$ cat src/hdl/pmi_pkg.sv
// constants and types shared by the mac-side interface control block
package pmi_pkg;

  // ----------------------------------------------------------------
  // timing
  // ----------------------------------------------------------------
  localparam int unsigned CLK_PERIOD_NS = 5;
  localparam int unsigned MII100_HALF_NS = 20;
  localparam int unsigned MII10_HALF_NS = 200;
  localparam int unsigned RMII_HALF_NS = 10;
  localparam logic [5:0] MII100_HALF_CYC = 6'(MII100_HALF_NS / CLK_PERIOD_NS);
  localparam logic [5:0] MII10_HALF_CYC = 6'(MII10_HALF_NS / CLK_PERIOD_NS);
  localparam logic [5:0] RMII_HALF_CYC = 6'(RMII_HALF_NS / CLK_PERIOD_NS);
  localparam int unsigned HARD_RST_MS = 10;
  localparam int unsigned HARD_RST_CYC = HARD_RST_MS * 1000000 / CLK_PERIOD_NS;
  localparam int unsigned SW_RST_WAIT_US = 100;

  // ----------------------------------------------------------------
  // register map (byte addresses)
  // ----------------------------------------------------------------
  localparam logic [3:0] REG_CTRL = 4'h0;
  localparam logic [3:0] REG_STAT = 4'h4;
  localparam logic [3:0] REG_STRAP = 4'h8;
  localparam logic [3:0] REG_MODE = 4'hc;

  // basic_control_reg fields
  localparam int CTL_SWRST = 15;
  localparam int CTL_ILOOP = 14;
  localparam int CTL_SPD0 = 13;
  localparam int CTL_ANEN = 12;
  localparam int CTL_PWD = 11;
  localparam int CTL_ISO = 10;
  localparam int CTL_ANRST = 9;
  localparam int CTL_DUP = 8;
  localparam int CTL_COLT = 7;
  localparam int CTL_SPD1 = 6;
  localparam logic [15:0] CTL_RST = 16'h3100;
  localparam logic [15:0] CTL_WMASK = 16'h7dc0;

  // status fields
  localparam int ST_COL = 0;
  localparam int ST_LINK = 1;
  localparam int ST_CRS = 2;
  localparam int ST_LINKNOW = 3;

  // strap register fields
  localparam int SP_MODE = 0;
  localparam int SP_WOL = 2;
  localparam int SP_ADDR = 3;

  // mode register fields
  localparam int MD_MODE = 0;
  localparam int MD_XTAL = 6;
  localparam int MD_RLOOP = 8;

  typedef enum logic [1:0] {
    pmi_mii_mode = 2'b00,
    pmi_rev_mii_mode = 2'b01,
    reduced_if_clock_out_mode = 2'b10,
    reduced_if_clock_in_mode = 2'b11
  } pmi_mode_t;

endpackage

$ cat src/hdl/pmi_mac_side_if.sv
// mac-facing side of a 10/100 phy: mii/rmii/reverse mii, loopback, straps, resets, registers
//
// How it works
// (RULE_01) Data moves as 4-bit nibbles both speeds.
// (RULE_02) Carrier sense while receiving or transmitting.
// (RULE_03) Collision when half duplex transmit meets receive.
// (RULE_04) Mac raises enable, then nibbles in order.
// (RULE_05) Mii: device makes tx clock, samples nibble.
// (RULE_06) Rx valid rises with nibbles on rx clock.
// (RULE_07) Rmii clock-in: pin feeds pll, crystal optional.
// (RULE_08) Rmii clock-out: device drives 50mhz reference.
// (RULE_09) Reverse mii: both clocks become inputs.
// (RULE_10) Internal loopback: transmit returns into receive path.
// (RULE_11) External stub: data goes through full media.
// (RULE_12) Remote loopback bit returns tx to rx.
// (RULE_13) Straps latched when power-on reset releases.
// (RULE_14) Two-bit strap picks mii, reverse, rmii variants.
// (RULE_15) Strap picks led or wake interrupt pin.
// (RULE_16) Led straps give address bits one, zero.
// (RULE_17) Reset pin low 10ms restores all, relatches.
// (RULE_18) Control bit 15 resets registers, keeps straps.
// (RULE_19) Host waits 100us after software reset.
// (RULE_20) Self-clearing fields fire, then return default.
// (RULE_21) Soft reset clears/sets marked fields; read clears.
// (RULE_22) Strap-dependent fields reset from latched straps.
// (RULE_23) Isolate floats mac outputs, ignores mac inputs; crs and col stay driven.
// (RULE_24) Control bit 14 enables internal loopback.
// (RULE_25) Sticky high/low fields hold until read.
//
// Added by the designer: the register addresses and the Avalon-MM interface to the registers.
`timescale 1ns/10ps
`default_nettype none
module pmi_mac_side_if
  import pmi_pkg::*;
#(
  parameter int unsigned HRST_CYC = HARD_RST_CYC
)
(
  input wire logic clk_sys,
  input wire logic resetn,
  input wire logic [3:0] avs_address,
  input wire logic avs_read,
  input wire logic avs_write,
  input wire logic [31:0] avs_writedata,
  input wire logic [3:0] avs_byteenable,
  output logic [31:0] avs_readdata,
  output logic avs_waitrequest,
  input wire logic hard_reset_n_pin,
  input wire logic [3:0] mii_txd_i,
  input wire logic mii_tx_en_i,
  input wire logic mii_tx_clk_i,
  output logic mii_tx_clk_o,
  output logic mii_tx_clk_oe,
  input wire logic mii_rx_clk_i,
  output logic mii_rx_clk_o,
  output logic mii_rx_clk_oe,
  input wire logic [3:0] mii_rxd_i,
  output logic [3:0] mii_rxd_o,
  output logic mii_rxd_oe,
  input wire logic mii_rx_dv_i,
  output logic mii_rx_dv_o,
  output logic mii_rx_dv_oe,
  output logic mii_crs_o,
  output logic mii_col_o,
  input wire logic led0_i,
  output logic led0_o,
  output logic led0_oe,
  input wire logic led1_i,
  output logic led1_o,
  output logic led1_oe,
  output logic [3:0] line_tx_d,
  output logic line_tx_stb,
  input wire logic [3:0] line_rx_d,
  input wire logic line_rx_stb,
  input wire logic line_rx_dv,
  input wire logic link_up,
  input wire logic wol_req,
  output logic an_restart_pulse,
  output logic an_enable,
  output logic power_down,
  output logic pll_ref_from_pin,
  output logic [4:0] phy_addr
);

  // ----------------------------------------------------------------
  // elaboration checks
  // ----------------------------------------------------------------
  if (HRST_CYC < 1 || HRST_CYC > 4194304)
  begin : g_chk
    $error("HRST_CYC out of range");
  end

  localparam logic [21:0] HCNT_MAX = 22'(HRST_CYC - 1);

  // sync vector bit positions
  localparam int SY_TXEN = 4;
  localparam int SY_TXCLK = 5;
  localparam int SY_RXCLK = 6;
  localparam int SY_HRST = 7;
  localparam int SY_MODEA = 8;
  localparam int SY_MODEB = 9;
  localparam int SY_WOL = 10;
  localparam int SY_ADR0 = 11;
  localparam int SY_ADR1 = 12;

  typedef struct packed {
    logic [12:0] s1;
    logic [12:0] s2;
    logic [1:0] s3;
    logic [21:0] hcnt;
    logic pend;
    logic [1:0] strap_mode;
    logic strap_wol;
    logic [1:0] strap_addr;
    logic [15:0] ctl;
    logic [1:0] mode;
    logic xtal;
    logic rloop;
    logic col_seen;
    logic link_ll;
    logic [5:0] div;
    logic clk_o;
    logic txh;
    logic [1:0] txlo;
    logic tx_act;
    logic [3:0] rxbuf;
    logic rxfull;
    logic rxh;
    logic [3:0] rxd;
    logic rx_dv;
    logic crs;
    logic col;
    logic [3:0] ltx_d;
    logic ltx_stb;
    logic an_rst;
    logic led0;
    logic led1;
    logic oe_rx;
    logic oe_rxclk;
    logic oe_txclk;
    logic oe_led;
    logic pll_pin;
    logic wr;
    logic [31:0] rdata;
  } pmi_st_t;

  pmi_st_t q;
  pmi_st_t n;

  // ----------------------------------------------------------------
  // helpers
  // ----------------------------------------------------------------
  function automatic logic [15:0] pmi_merge(input logic [15:0] old, input logic [31:0] wd,
                                            input logic [3:0] be);
    logic [15:0] r;
    r = old;
    if (be[0])
    begin
      r[7:0] = wd[7:0];
    end
    if (be[1])
    begin
      r[15:8] = wd[15:8];
    end
    return r;
  endfunction

  // ----------------------------------------------------------------
  // next state
  // ----------------------------------------------------------------
  logic hard, iso, fast, gen, rmii, loop, tfall, rfall, gfall, tx_ev, rx_ev;
  logic ten, nv, src_v, src_act, take, swrst;
  logic [3:0] nd, src_d;
  logic [5:0] half;
  logic [15:0] w;
  logic [31:0] rv;

  always_comb
  begin
    n = q;
    n.s1 = {led1_i, led0_i, mii_rxd_i[1], mii_rxd_i[3], mii_rx_dv_i, hard_reset_n_pin,
            mii_rx_clk_i, mii_tx_clk_i, mii_tx_en_i, mii_txd_i};
    n.s2 = q.s1;
    n.s3 = q.s2[SY_RXCLK:SY_TXCLK];
    n.an_rst = 1'b0;
    n.ltx_stb = 1'b0;

    // pin must stay low the full minimum time; shorter dips are glitches
    if (q.s2[SY_HRST])
    begin
      n.hcnt = '0;
    end
    else if (q.hcnt != HCNT_MAX)
    begin
      n.hcnt = q.hcnt + 22'h1;
    end
    hard = !q.s2[SY_HRST] && (q.hcnt == HCNT_MAX); // [RULE_17]

    // straps sampled once the pin (and system reset) let go
    if (q.pend && q.s2[SY_HRST])
    begin
      n.strap_mode = {q.s2[SY_MODEA], q.s2[SY_MODEB]}; // [RULE_13] [RULE_14]
      n.strap_wol = q.s2[SY_WOL]; // [RULE_15]
      n.strap_addr = {q.s2[SY_ADR1], q.s2[SY_ADR0]}; // [RULE_16]
      n.mode = {q.s2[SY_MODEA], q.s2[SY_MODEB]}; // [RULE_22]
      n.pend = 1'b0;
    end

    iso = q.ctl[CTL_ISO] | q.pend;
    fast = q.ctl[CTL_SPD0] & !q.ctl[CTL_SPD1];
    gen = (q.mode == pmi_mii_mode) || (q.mode == reduced_if_clock_out_mode);
    rmii = q.mode[1];
    loop = q.ctl[CTL_ILOOP] | q.rloop;

    // ---------------- clocks ----------------
    half = (q.mode == reduced_if_clock_out_mode) ? RMII_HALF_CYC :
           (fast ? MII100_HALF_CYC : MII10_HALF_CYC); // [RULE_08]
    gfall = 1'b0;
    if (gen)
    begin
      if (q.div >= half - 6'h1)
      begin
        n.div = '0;
        n.clk_o = !q.clk_o;
        gfall = q.clk_o; // [RULE_05]
      end
      else
      begin
        n.div = q.div + 6'h1;
      end
    end
    else
    begin
      n.div = '0;
      n.clk_o = 1'b0;
    end
    tfall = q.s3[0] & !q.s2[SY_TXCLK];
    rfall = q.s3[1] & !q.s2[SY_RXCLK];
    // sample on the falling edge, half a period away from the mac's launch edge
    tx_ev = gen ? gfall : tfall;
    rx_ev = (q.mode == pmi_rev_mii_mode) ? rfall : tx_ev; // [RULE_09]
    n.pll_pin = (q.mode == reduced_if_clock_in_mode) & q.xtal; // [RULE_07]

    // ---------------- transmit ----------------
    ten = q.s2[SY_TXEN] & !iso; // [RULE_23]
    nv = 1'b0;
    nd = q.s2[3:0];
    if (tx_ev)
    begin
      n.tx_act = ten; // [RULE_04]
      if (rmii)
      begin
        // dibits pair low first; a lone dibit at frame end is dropped
        if (!ten)
        begin
          n.txh = 1'b0;
        end
        else if (!q.txh)
        begin
          n.txlo = q.s2[1:0];
          n.txh = 1'b1;
        end
        else
        begin
          nv = 1'b1;
          nd = {q.s2[1:0], q.txlo};
          n.txh = 1'b0;
        end
      end
      else
      begin
        nv = ten; // [RULE_01]
      end
    end
    if (nv && !q.ctl[CTL_ILOOP])
    begin
      n.ltx_stb = 1'b1; // [RULE_11]
      n.ltx_d = nd;
    end

    // ---------------- receive ----------------
    src_v = loop ? nv : line_rx_stb; // [RULE_10] [RULE_12] [RULE_24]
    src_d = loop ? nd : line_rx_d;
    src_act = loop ? q.tx_act : line_rx_dv;
    if (rx_ev)
    begin
      if (!rmii)
      begin
        n.rxd = q.rxbuf; // [RULE_06]
        n.rx_dv = q.rxfull;
        n.rxfull = 1'b0;
      end
      else if (q.rxh)
      begin
        n.rxd = {2'b00, q.rxbuf[3:2]};
        n.rxh = 1'b0;
        n.rxfull = 1'b0;
      end
      else if (q.rxfull)
      begin
        n.rxd = {2'b00, q.rxbuf[1:0]};
        n.rx_dv = 1'b1;
        n.rxh = 1'b1;
      end
      else
      begin
        n.rx_dv = 1'b0;
      end
    end
    if (src_v)
    begin
      n.rxbuf = src_d;
      n.rxfull = 1'b1;
    end
    n.crs = q.tx_act | src_act; // [RULE_02]
    n.col = q.tx_act & ((!q.ctl[CTL_DUP] & line_rx_dv & !loop) | q.ctl[CTL_COLT]); // [RULE_03]

    // ---------------- pins ----------------
    n.led0 = q.strap_wol ? !wol_req : link_up; // [RULE_15]
    n.led1 = q.crs;
    n.oe_rx = !iso; // [RULE_23]
    n.oe_rxclk = !iso && (q.mode == pmi_mii_mode); // [RULE_09]
    n.oe_txclk = !iso && gen; // [RULE_05] [RULE_08]
    n.oe_led = !q.pend;

    // ---------------- register bus ----------------
    rv = '0;
    unique case (avs_address)
      REG_CTRL: rv[15:0] = q.ctl;
      REG_STAT:
      begin
        rv[ST_COL] = q.col_seen;
        rv[ST_LINK] = q.link_ll;
        rv[ST_CRS] = q.crs;
        rv[ST_LINKNOW] = link_up;
      end
      REG_STRAP:
      begin
        rv[SP_MODE +: 2] = q.strap_mode;
        rv[SP_WOL] = q.strap_wol;
        rv[SP_ADDR +: 5] = {3'b000, q.strap_addr}; // [RULE_16]
      end
      REG_MODE:
      begin
        rv[MD_MODE +: 2] = q.mode;
        rv[MD_XTAL] = q.xtal;
        rv[MD_RLOOP] = q.rloop;
      end
      default: rv = '0;
    endcase
    take = !q.wr && (avs_read || avs_write);
    n.wr = 1'b1;
    if (q.wr && (avs_read || avs_write))
    begin
      n.wr = 1'b0;
      n.rdata = rv;
    end

    // sticky fields: a new event outranks the clear, and only reported values clear
    n.col_seen = q.col | (q.col_seen &
                 !(take && avs_read && avs_address == REG_STAT && q.rdata[ST_COL])); // [RULE_25] [RULE_21]
    n.link_ll = link_up & (q.link_ll |
                (take && avs_read && avs_address == REG_STAT && !q.rdata[ST_LINK])); // [RULE_25]

    swrst = 1'b0;
    w = pmi_merge(q.ctl, avs_writedata, avs_byteenable);
    if (take && avs_write && avs_address == REG_CTRL)
    begin
      if (w[CTL_SWRST])
      begin
        swrst = 1'b1; // [RULE_18] [RULE_20]
      end
      else
      begin
        n.ctl = w & CTL_WMASK; // [RULE_20]
        n.an_rst = w[CTL_ANRST];
      end
    end
    if (take && avs_write && avs_address == REG_MODE)
    begin
      w = pmi_merge({7'h00, q.rloop, 1'b0, q.xtal, 4'h0, q.mode}, avs_writedata,
                    avs_byteenable);
      n.mode = w[MD_MODE +: 2];
      n.xtal = w[MD_XTAL]; // [RULE_07]
      n.rloop = w[MD_RLOOP]; // [RULE_12]
    end
    if (swrst)
    begin
      n.ctl = CTL_RST; // [RULE_18]
      n.mode = q.strap_mode; // [RULE_22]
      n.xtal = 1'b0;
      n.rloop = 1'b0;
      n.col_seen = 1'b0; // [RULE_21]
      n.link_ll = 1'b1; // [RULE_21]
    end
    if (hard)
    begin
      n.ctl = CTL_RST; // [RULE_17]
      n.xtal = 1'b0;
      n.rloop = 1'b0;
      n.col_seen = 1'b0;
      n.link_ll = 1'b1;
      n.pend = 1'b1;
    end
  end

  // ----------------------------------------------------------------
  // state register
  // ----------------------------------------------------------------
  always_ff @(posedge clk_sys)
  begin
    if (!resetn)
    begin
      q <= '0;
      q.pend <= 1'b1;
      q.wr <= 1'b1;
      q.ctl <= CTL_RST;
      q.link_ll <= 1'b1;
    end
    else
    begin
      q <= n;
    end
  end

  // ----------------------------------------------------------------
  // outputs
  // ----------------------------------------------------------------
  assign avs_readdata = q.rdata;
  assign avs_waitrequest = q.wr;
  assign mii_tx_clk_o = q.clk_o;
  assign mii_tx_clk_oe = q.oe_txclk;
  assign mii_rx_clk_o = q.clk_o;
  assign mii_rx_clk_oe = q.oe_rxclk;
  assign mii_rxd_o = q.rxd;
  assign mii_rxd_oe = q.oe_rx;
  assign mii_rx_dv_o = q.rx_dv;
  assign mii_rx_dv_oe = q.oe_rx;
  assign mii_crs_o = q.crs;
  assign mii_col_o = q.col;
  assign led0_o = q.led0;
  assign led0_oe = q.oe_led;
  assign led1_o = q.led1;
  assign led1_oe = q.oe_led;
  assign line_tx_d = q.ltx_d;
  assign line_tx_stb = q.ltx_stb;
  assign an_restart_pulse = q.an_rst;
  assign an_enable = q.ctl[CTL_ANEN];
  assign power_down = q.ctl[CTL_PWD];
  assign pll_ref_from_pin = q.pll_pin;
  assign phy_addr = {3'b000, q.strap_addr};

endmodule
`default_nettype wire

$ cat config.mk
export PLATFORM = sky130hd
export DESIGN_NAME = pmi_mac_side_if
export DESIGN_NICKNAME = d
export VERILOG_FILES = /design/src/hdl/pmi_pkg.sv /design/src/hdl/pmi_mac_side_if.sv
export SDC_FILE = /design/constraint.sdc
export NUM_CORES = 1
export LEC_CHECK = 0
export ABC_AREA = 1
export BUFFER_PORTS_ARGS = -buffer_cell sky130_fd_sc_hd__buf_2
export CAP_MARGIN = 20
export CORE_ASPECT_RATIO = 0.7
export CORE_MARGIN = 2
export CORE_UTILIZATION = 52
export DETAILED_ROUTE_END_ITERATION = 12
export MAX_ROUTING_LAYER = met4
export PLACE_DENSITY_LB_ADDON = 0.1
export SYNTH_ARGS = -nofsm -noshare
export SYNTH_HDL_FRONTEND = slang
export SYNTH_SLANG_ARGS = --single-unit
$ cat constraint.sdc
create_clock -name clk_sys -period 3.5 [get_ports clk_sys]
set_clock_uncertainty 0.15 [all_clocks]
set_input_delay 0.875 -clock clk_sys [delete_from_list [all_inputs] [get_ports clk_sys]]
set_output_delay 0.875 -clock clk_sys [all_outputs]
set_load 0.1 [all_outputs]
* Yosys cells after proc, flatten, opt, wreduce, memory -nomap -nowiden *
Cells that the tools add are included.

operators by class
  add/subtract/negate cells = 3
  multiply operators = 0
  divide/modulo/power cells = 0
  magnitude comparators = 1
  equality and inequality tests = 12
  shifts and indexed selects = 0
  mux-type cells = 46
  bitwise logic cells = 22
  reductions and logical operators = 51

operators with widths
  kind                                                     count
  two-way mux 33 bit                                       1
  two-way mux 1 bit                                        24
  two-way mux 4 bit                                        6
  two-way mux 6 bit                                        4
  adder 22 x 1 -> 22 bit, second input constant            1
  equality test 22 x 21 -> 1 bit, second input constant    1
  inequality test 22 x 21 -> 1 bit, second input constant  1
  AND reduction 2 bit                                      9
  two-way mux 5 bit                                        3
  logical AND 1 bit                                        14
  logical NOT 1 bit                                        14
  two-way mux 7 bit                                        2
  bitwise AND 1 bit                                        10
  equality test 4 bit, second input constant               2
  two-way mux 8 bit                                        1
  adder 6 x 1 -> 6 bit, second input constant              1
  greater-or-equal comparator 6 bit                        1
  inequality test 3 bit, second input constant             2
  inverter 1 bit                                           6
  OR 1 bit                                                 6
  case mux 2 bit (3 select lines)                          1
  AND reduction 3 bit                                      2
  OR reduction 3 bit                                       2
  subtractor 6 x 1 -> 6 bit, second input constant         1
  other kinds (16)                                         20

word-level totals
  flip-flop bits (word level) = 124
  latch bits = 0
  bits in writable memories = 0
  memory bits (read-only) = 0
  output and inout bits = 64
  memories = 0

* Depth between registers and ports, before layout *
  word-level depth = 12
  gate-level depth with buffers = 16
  depth with buffers taken out = 15

* Worst setup path before layout *
Ideal clock, no wire load.

  kind = register to register
  start point = register q[75] in the netlist's numbering
  end point = register q[55] in the netlist's numbering
  library setup time = 0.116 ns
  arrival = 2.252 ns
  setup slack = 0.982 ns
  stages on the path, launching flop included = 17
  clock period less this slack = 2.518 ns
  path through = dfxtp_1 clkbuf_1 inv_1 clkbuf_1 o21ai_0 ha_1 nand2_1 nor2_1 nand2_1 nand3_1 nand3_2 nand2_2 nand3_1 nand2_1 nand2_1 nor2_1 nor2_1

on the way
  longest elaborated chain between the ends = 8
  elaborated cells on any way between the ends = 14

RTL lines
  item                                                    line                                            text
  from (decl)                                             pmi_mac_side_if.sv:147                          pmi_st_t q;
  from (signal assigned)                                  pmi_mac_side_if.sv:422                          q <= n;
  equality test 2 bit                                     pmi_mac_side_if.sv:211, pmi_mac_side_if.sv:216
  two-way mux 6 bit                                       pmi_mac_side_if.sv:216                          half = (q.mode == reduced_if_clock_out_mode) ? RMII_HALF_CYC :
  subtractor 6 x 1 -> 6 bit                               pmi_mac_side_if.sv:221                          if (q.div >= half - 6'h1)
  greater-or-equal comparator 6 bit                       pmi_mac_side_if.sv:221
  two-way mux 1 bit                                       pmi_mac_side_if.sv:221
  two-way mux 1 bit                                       pmi_mac_side_if.sv:240                          tx_ev = gen ? gfall : tfall;
  two-way mux 4 bit or two-way mux 1 bit (tied branches)  pmi_mac_side_if.sv:248                          if (tx_ev)
  two-way mux 4 bit or two-way mux 1 bit (tied branches)  pmi_mac_side_if.sv:283, pmi_mac_side_if.sv:282

Several ways; a longest one is shown, not always the timed one.
A chain may end at the register's enable or synchronous reset.

* Worst setup path in the final report *
  start point = register q[74] in the netlist's numbering
  end point = register q[57] in the netlist's numbering

on the way
  longest elaborated chain between the ends = 8
  elaborated cells on any way between the ends = 12

RTL lines
  item                                                    line
  equality test 2 bit                                     pmi_mac_side_if.sv:211, pmi_mac_side_if.sv:216
  two-way mux 6 bit                                       pmi_mac_side_if.sv:216
  subtractor 6 x 1 -> 6 bit                               pmi_mac_side_if.sv:221
  greater-or-equal comparator 6 bit                       pmi_mac_side_if.sv:221
  two-way mux 1 bit                                       pmi_mac_side_if.sv:221
  two-way mux 1 bit *                                     pmi_mac_side_if.sv:240
  two-way mux 4 bit or two-way mux 1 bit (tied branches)  pmi_mac_side_if.sv:248
  two-way mux 4 bit or two-way mux 1 bit (tied branches)  pmi_mac_side_if.sv:283, pmi_mac_side_if.sv:282

Mark *: on every way between the ends. The rest lies on a longest branch, timed or not.

==> impl_metrics.toml <==
[outcome]
status = "finished, final reports clean"

[worst_hold_path]
min_to = "q[132]"
hold_start = "n[132]"
hp-class = "reg -> reg"
whs_path_depth = 2

[yosys]
synth_top_family_by_area = "simple AND/OR/NAND/NOR gates"
synth.top_cells.by_area = "dfxtp_1 (43%), nand2_1 (12%), inv_1 (7.2%), buf_4 (6.5%), nor2_1 (4.4%)"
netlist_area_um2 = 5580
syn_area_per_cell_um2 = 7.24
synth_seq_cells = 121
yosys.area_share.adder = 0.0157
synth_cell_types = 42
yosys.area_share.xor_xnor = 0.00943
synth-simple-area-share = 0.275
synth_flop_cell = "dfxtp_1"
yosysWarnings = 0
synth_seq_area_share = 0.434
synth_compound_area_frac = 0.108
muxShareOfSynthArea = 0.00404
yosys.area.top_type = "dfxtp_1"
synthTopCellsByCount = "nand2_1 (177), dfxtp_1 (121), inv_1 (107)"
syn_inst = 770
yosysMostFrequentCell = "nand2_1"
async_reset_ff_frac = 0
yosys.area.top_type_share = 0.434
synth_edf_count = 0

[place]
place_hpwl_mm = 9.40
place_ws_ns = 0.776
gp_congestion = 0.884
port_buffers = 84

[pwr]
p_leak_nw = 3.07
seqPwrFrac = 0.389
vdd_drop_max_mv = 0.366
cellPowerDensity_nw_per_um2 = 574
power.net_switching_mw = 0.943
internal_power_mw = 2.79
combPwrFrac = 0.099
sw_frac_of_total = 0.253
p_clk_frac = 0.513

[drt]
route.detailed.drc = 0
firstDrtPassIters = 6
drt_iter0_drc = 334
routed_wl_mm = 12.8
via_per_inst = 5.10
vias = 4983
ant_nets = 0
routedWlPerCell_um = 13.1

[flow_run]
drv_cap = 0

[cts]
clk_latency_ns = 0.42
hold_buffers = 0
cts_sinks = 121
cts_resized = 0
root_buffer = "clkbuf_16"
cts.clk_slew.worst_paths_ns = 0.06
cts.path.max_buffers = 2
cts_tree = "yes"
cts_max_level = 4
cts_buffers = 17
postCtsSetupBuffers = 0

[finish]
drive_above_1_share = 0.163
num_antenna_cells = 0
fin_util = 0.625
fillers = 967
final_nets = 907
syn_to_final_growth_pct = 16.5

[timing]
timing.final.ws_setup_ns = 0.813
final-setup-viol-count = 0
timing.final.crit_share = 0.768
rsz0062_at_grt = "false"
hold_violations = 0
tns_ns = 0
post-route-min-period_ns = 2.69
drv_slew = 0
fmax_mhz = 372
worst_pin_slew_ns = 0.656
slew-limit-headroom = 0.561

[floorplanning]
die_h_um = 90.6
dieArea_um2 = 11600
num_io_pins = 131
initial_core_util = 0.536
die_x_um = 128
num_rows = 31
core_area_um2 = 10400

[grt]
grt_max_degree = 57
grt_first_pass_wirelength_mm = 21.4
grt-ovfl-total = 0
antenna_found_initial = 0
grt_pass1_vias = 4493
grt_usage = 0.240

[setup_path]
r2r-start = "q[74]"
rr_worst_depth = 13
reg2reg_slack_ns = 0.81
critPathKind = "reg -> reg"
cp_max_fo = 10
cp_data_arrival_time_ns = 2.85
r2r_end = "q[57]"
endpoint_kind = "flop"
start_kind = "flop"
cp.required_ns = 3.66
[through the flow]
stage / area [µm²] / instances / total power, mW / hold WS, ns
4_1_cts: 6490 / 978 / 3.76 / 0.260
6_report: 6490 / 978 / 3.73 / 0.260
5_1_grt: 6490 / 978 / 3.86 / 0.289
3_3_place_gp: 5840 / 946 / 1.84 / 0.245
3_5_place_dp: 5840 / 946 / 1.84 / 0.247
2_1_floorplan: 5660 / 792 / 1.79 / 0.240
[cells by family after synthesis]
kind of cell,count (synthesis)
fa+ha+maj,7
simple gates,344
compound gates,113
xor+xnor,6
flops,121
buf+inv,175
other cells,2
mux,2
[sequential cells by signal, summed over array words and instances (netlist names), 2 cells and up]
| register | count |
|---|---|
| mii_rxd_o | 4 |
| n | 15 |
| phy_addr | 2 |
| line_tx_d | 4 |
| avs_readdata | 13 |
| q | 67 |
[power groups by stage]
stage               clock network (mW)  registers [mW]  logic [mW]
global route                      2.01            1.45       0.397
detailed placement                   0            1.48       0.366
finish                            1.91            1.45       0.367
CTS                               1.94            1.45       0.368
global placement                     0            1.48       0.362
floorplan                            0            1.50       0.288
[worst max path at each step]
stage,from,endpoint,slack (ns),cells after the start
6_report,q[74],q[57],0.81,13
5_1_grt,q[74],q[57],0.58,13
4_1_cts,q[74],q[57],0.85,13
3_5_place_dp,avs_address[1],q[84],0.78,9
3_3_place_gp,avs_address[1],an_enable,0.86,9
2_1_floorplan,q[75],q[55],0.98,16
[worst max-delay path, stage by stage (launching register included)]
cell and delay [ns]:
dfxtp_1 0.53, o21ai_0 0.19, ha_1 0.32, nand2_1 0.07, nor2_1 0.11, nand2_1 0.06, nand3_1 0.14, nand3_2 0.17
nand2_2 0.21, nand3_1 0.16, nand2_1 0.21, nand2_1 0.08, nor2_1 0.13, nor2_1 0.06
[cell usage in the layout, fill, tap and decap left out, types with 3 or more instances in the layout]
cell,instances
inv_1,107
a31oi_1,4
nand3_1,34
nor2_1,66
nor2_2,4
bufinv_16,5
buf_2,84
dfxtp_1,121
nand3b_1,4
o21ai_0,48
conb_1,24
ha_1,7
nand2b_1,4
nand3_2,3
nand4_1,22
nand2_1,177
clkinvlp_4,4
a22oi_1,6
buf_4,5
nor4_1,3
a21oi_1,48
nor3_1,14
clkbuf_16,17
xor2_1,4
or2_2,3
[layout make-up]
type                       count  area, µm²  area share
inverter                     108        405      0.0624
timing repair buffer          89        458      0.0705
tap                          132        165      0.0254
clock inverter                11        194      0.0299
clock buffer                  21        460      0.0709
sequential                   121       2420       0.373
multi-input combinational    496       2390       0.368
[routing by layer]
| layer | vias up | GRT usage | part of all wire |
|---|---|---|---|
| li1 | 2521 | - | - |
| met1 | 2263 | 0.332 | 0.50 |
| met2 | 177 | 0.337 | 0.42 |
| met3 | 22 | 0.0569 | 0.063 |
| met4 | 0 | 0.0989 | 0.018 |
| met5 | - | - | 0 |
(Power assumes the default switching activity.)
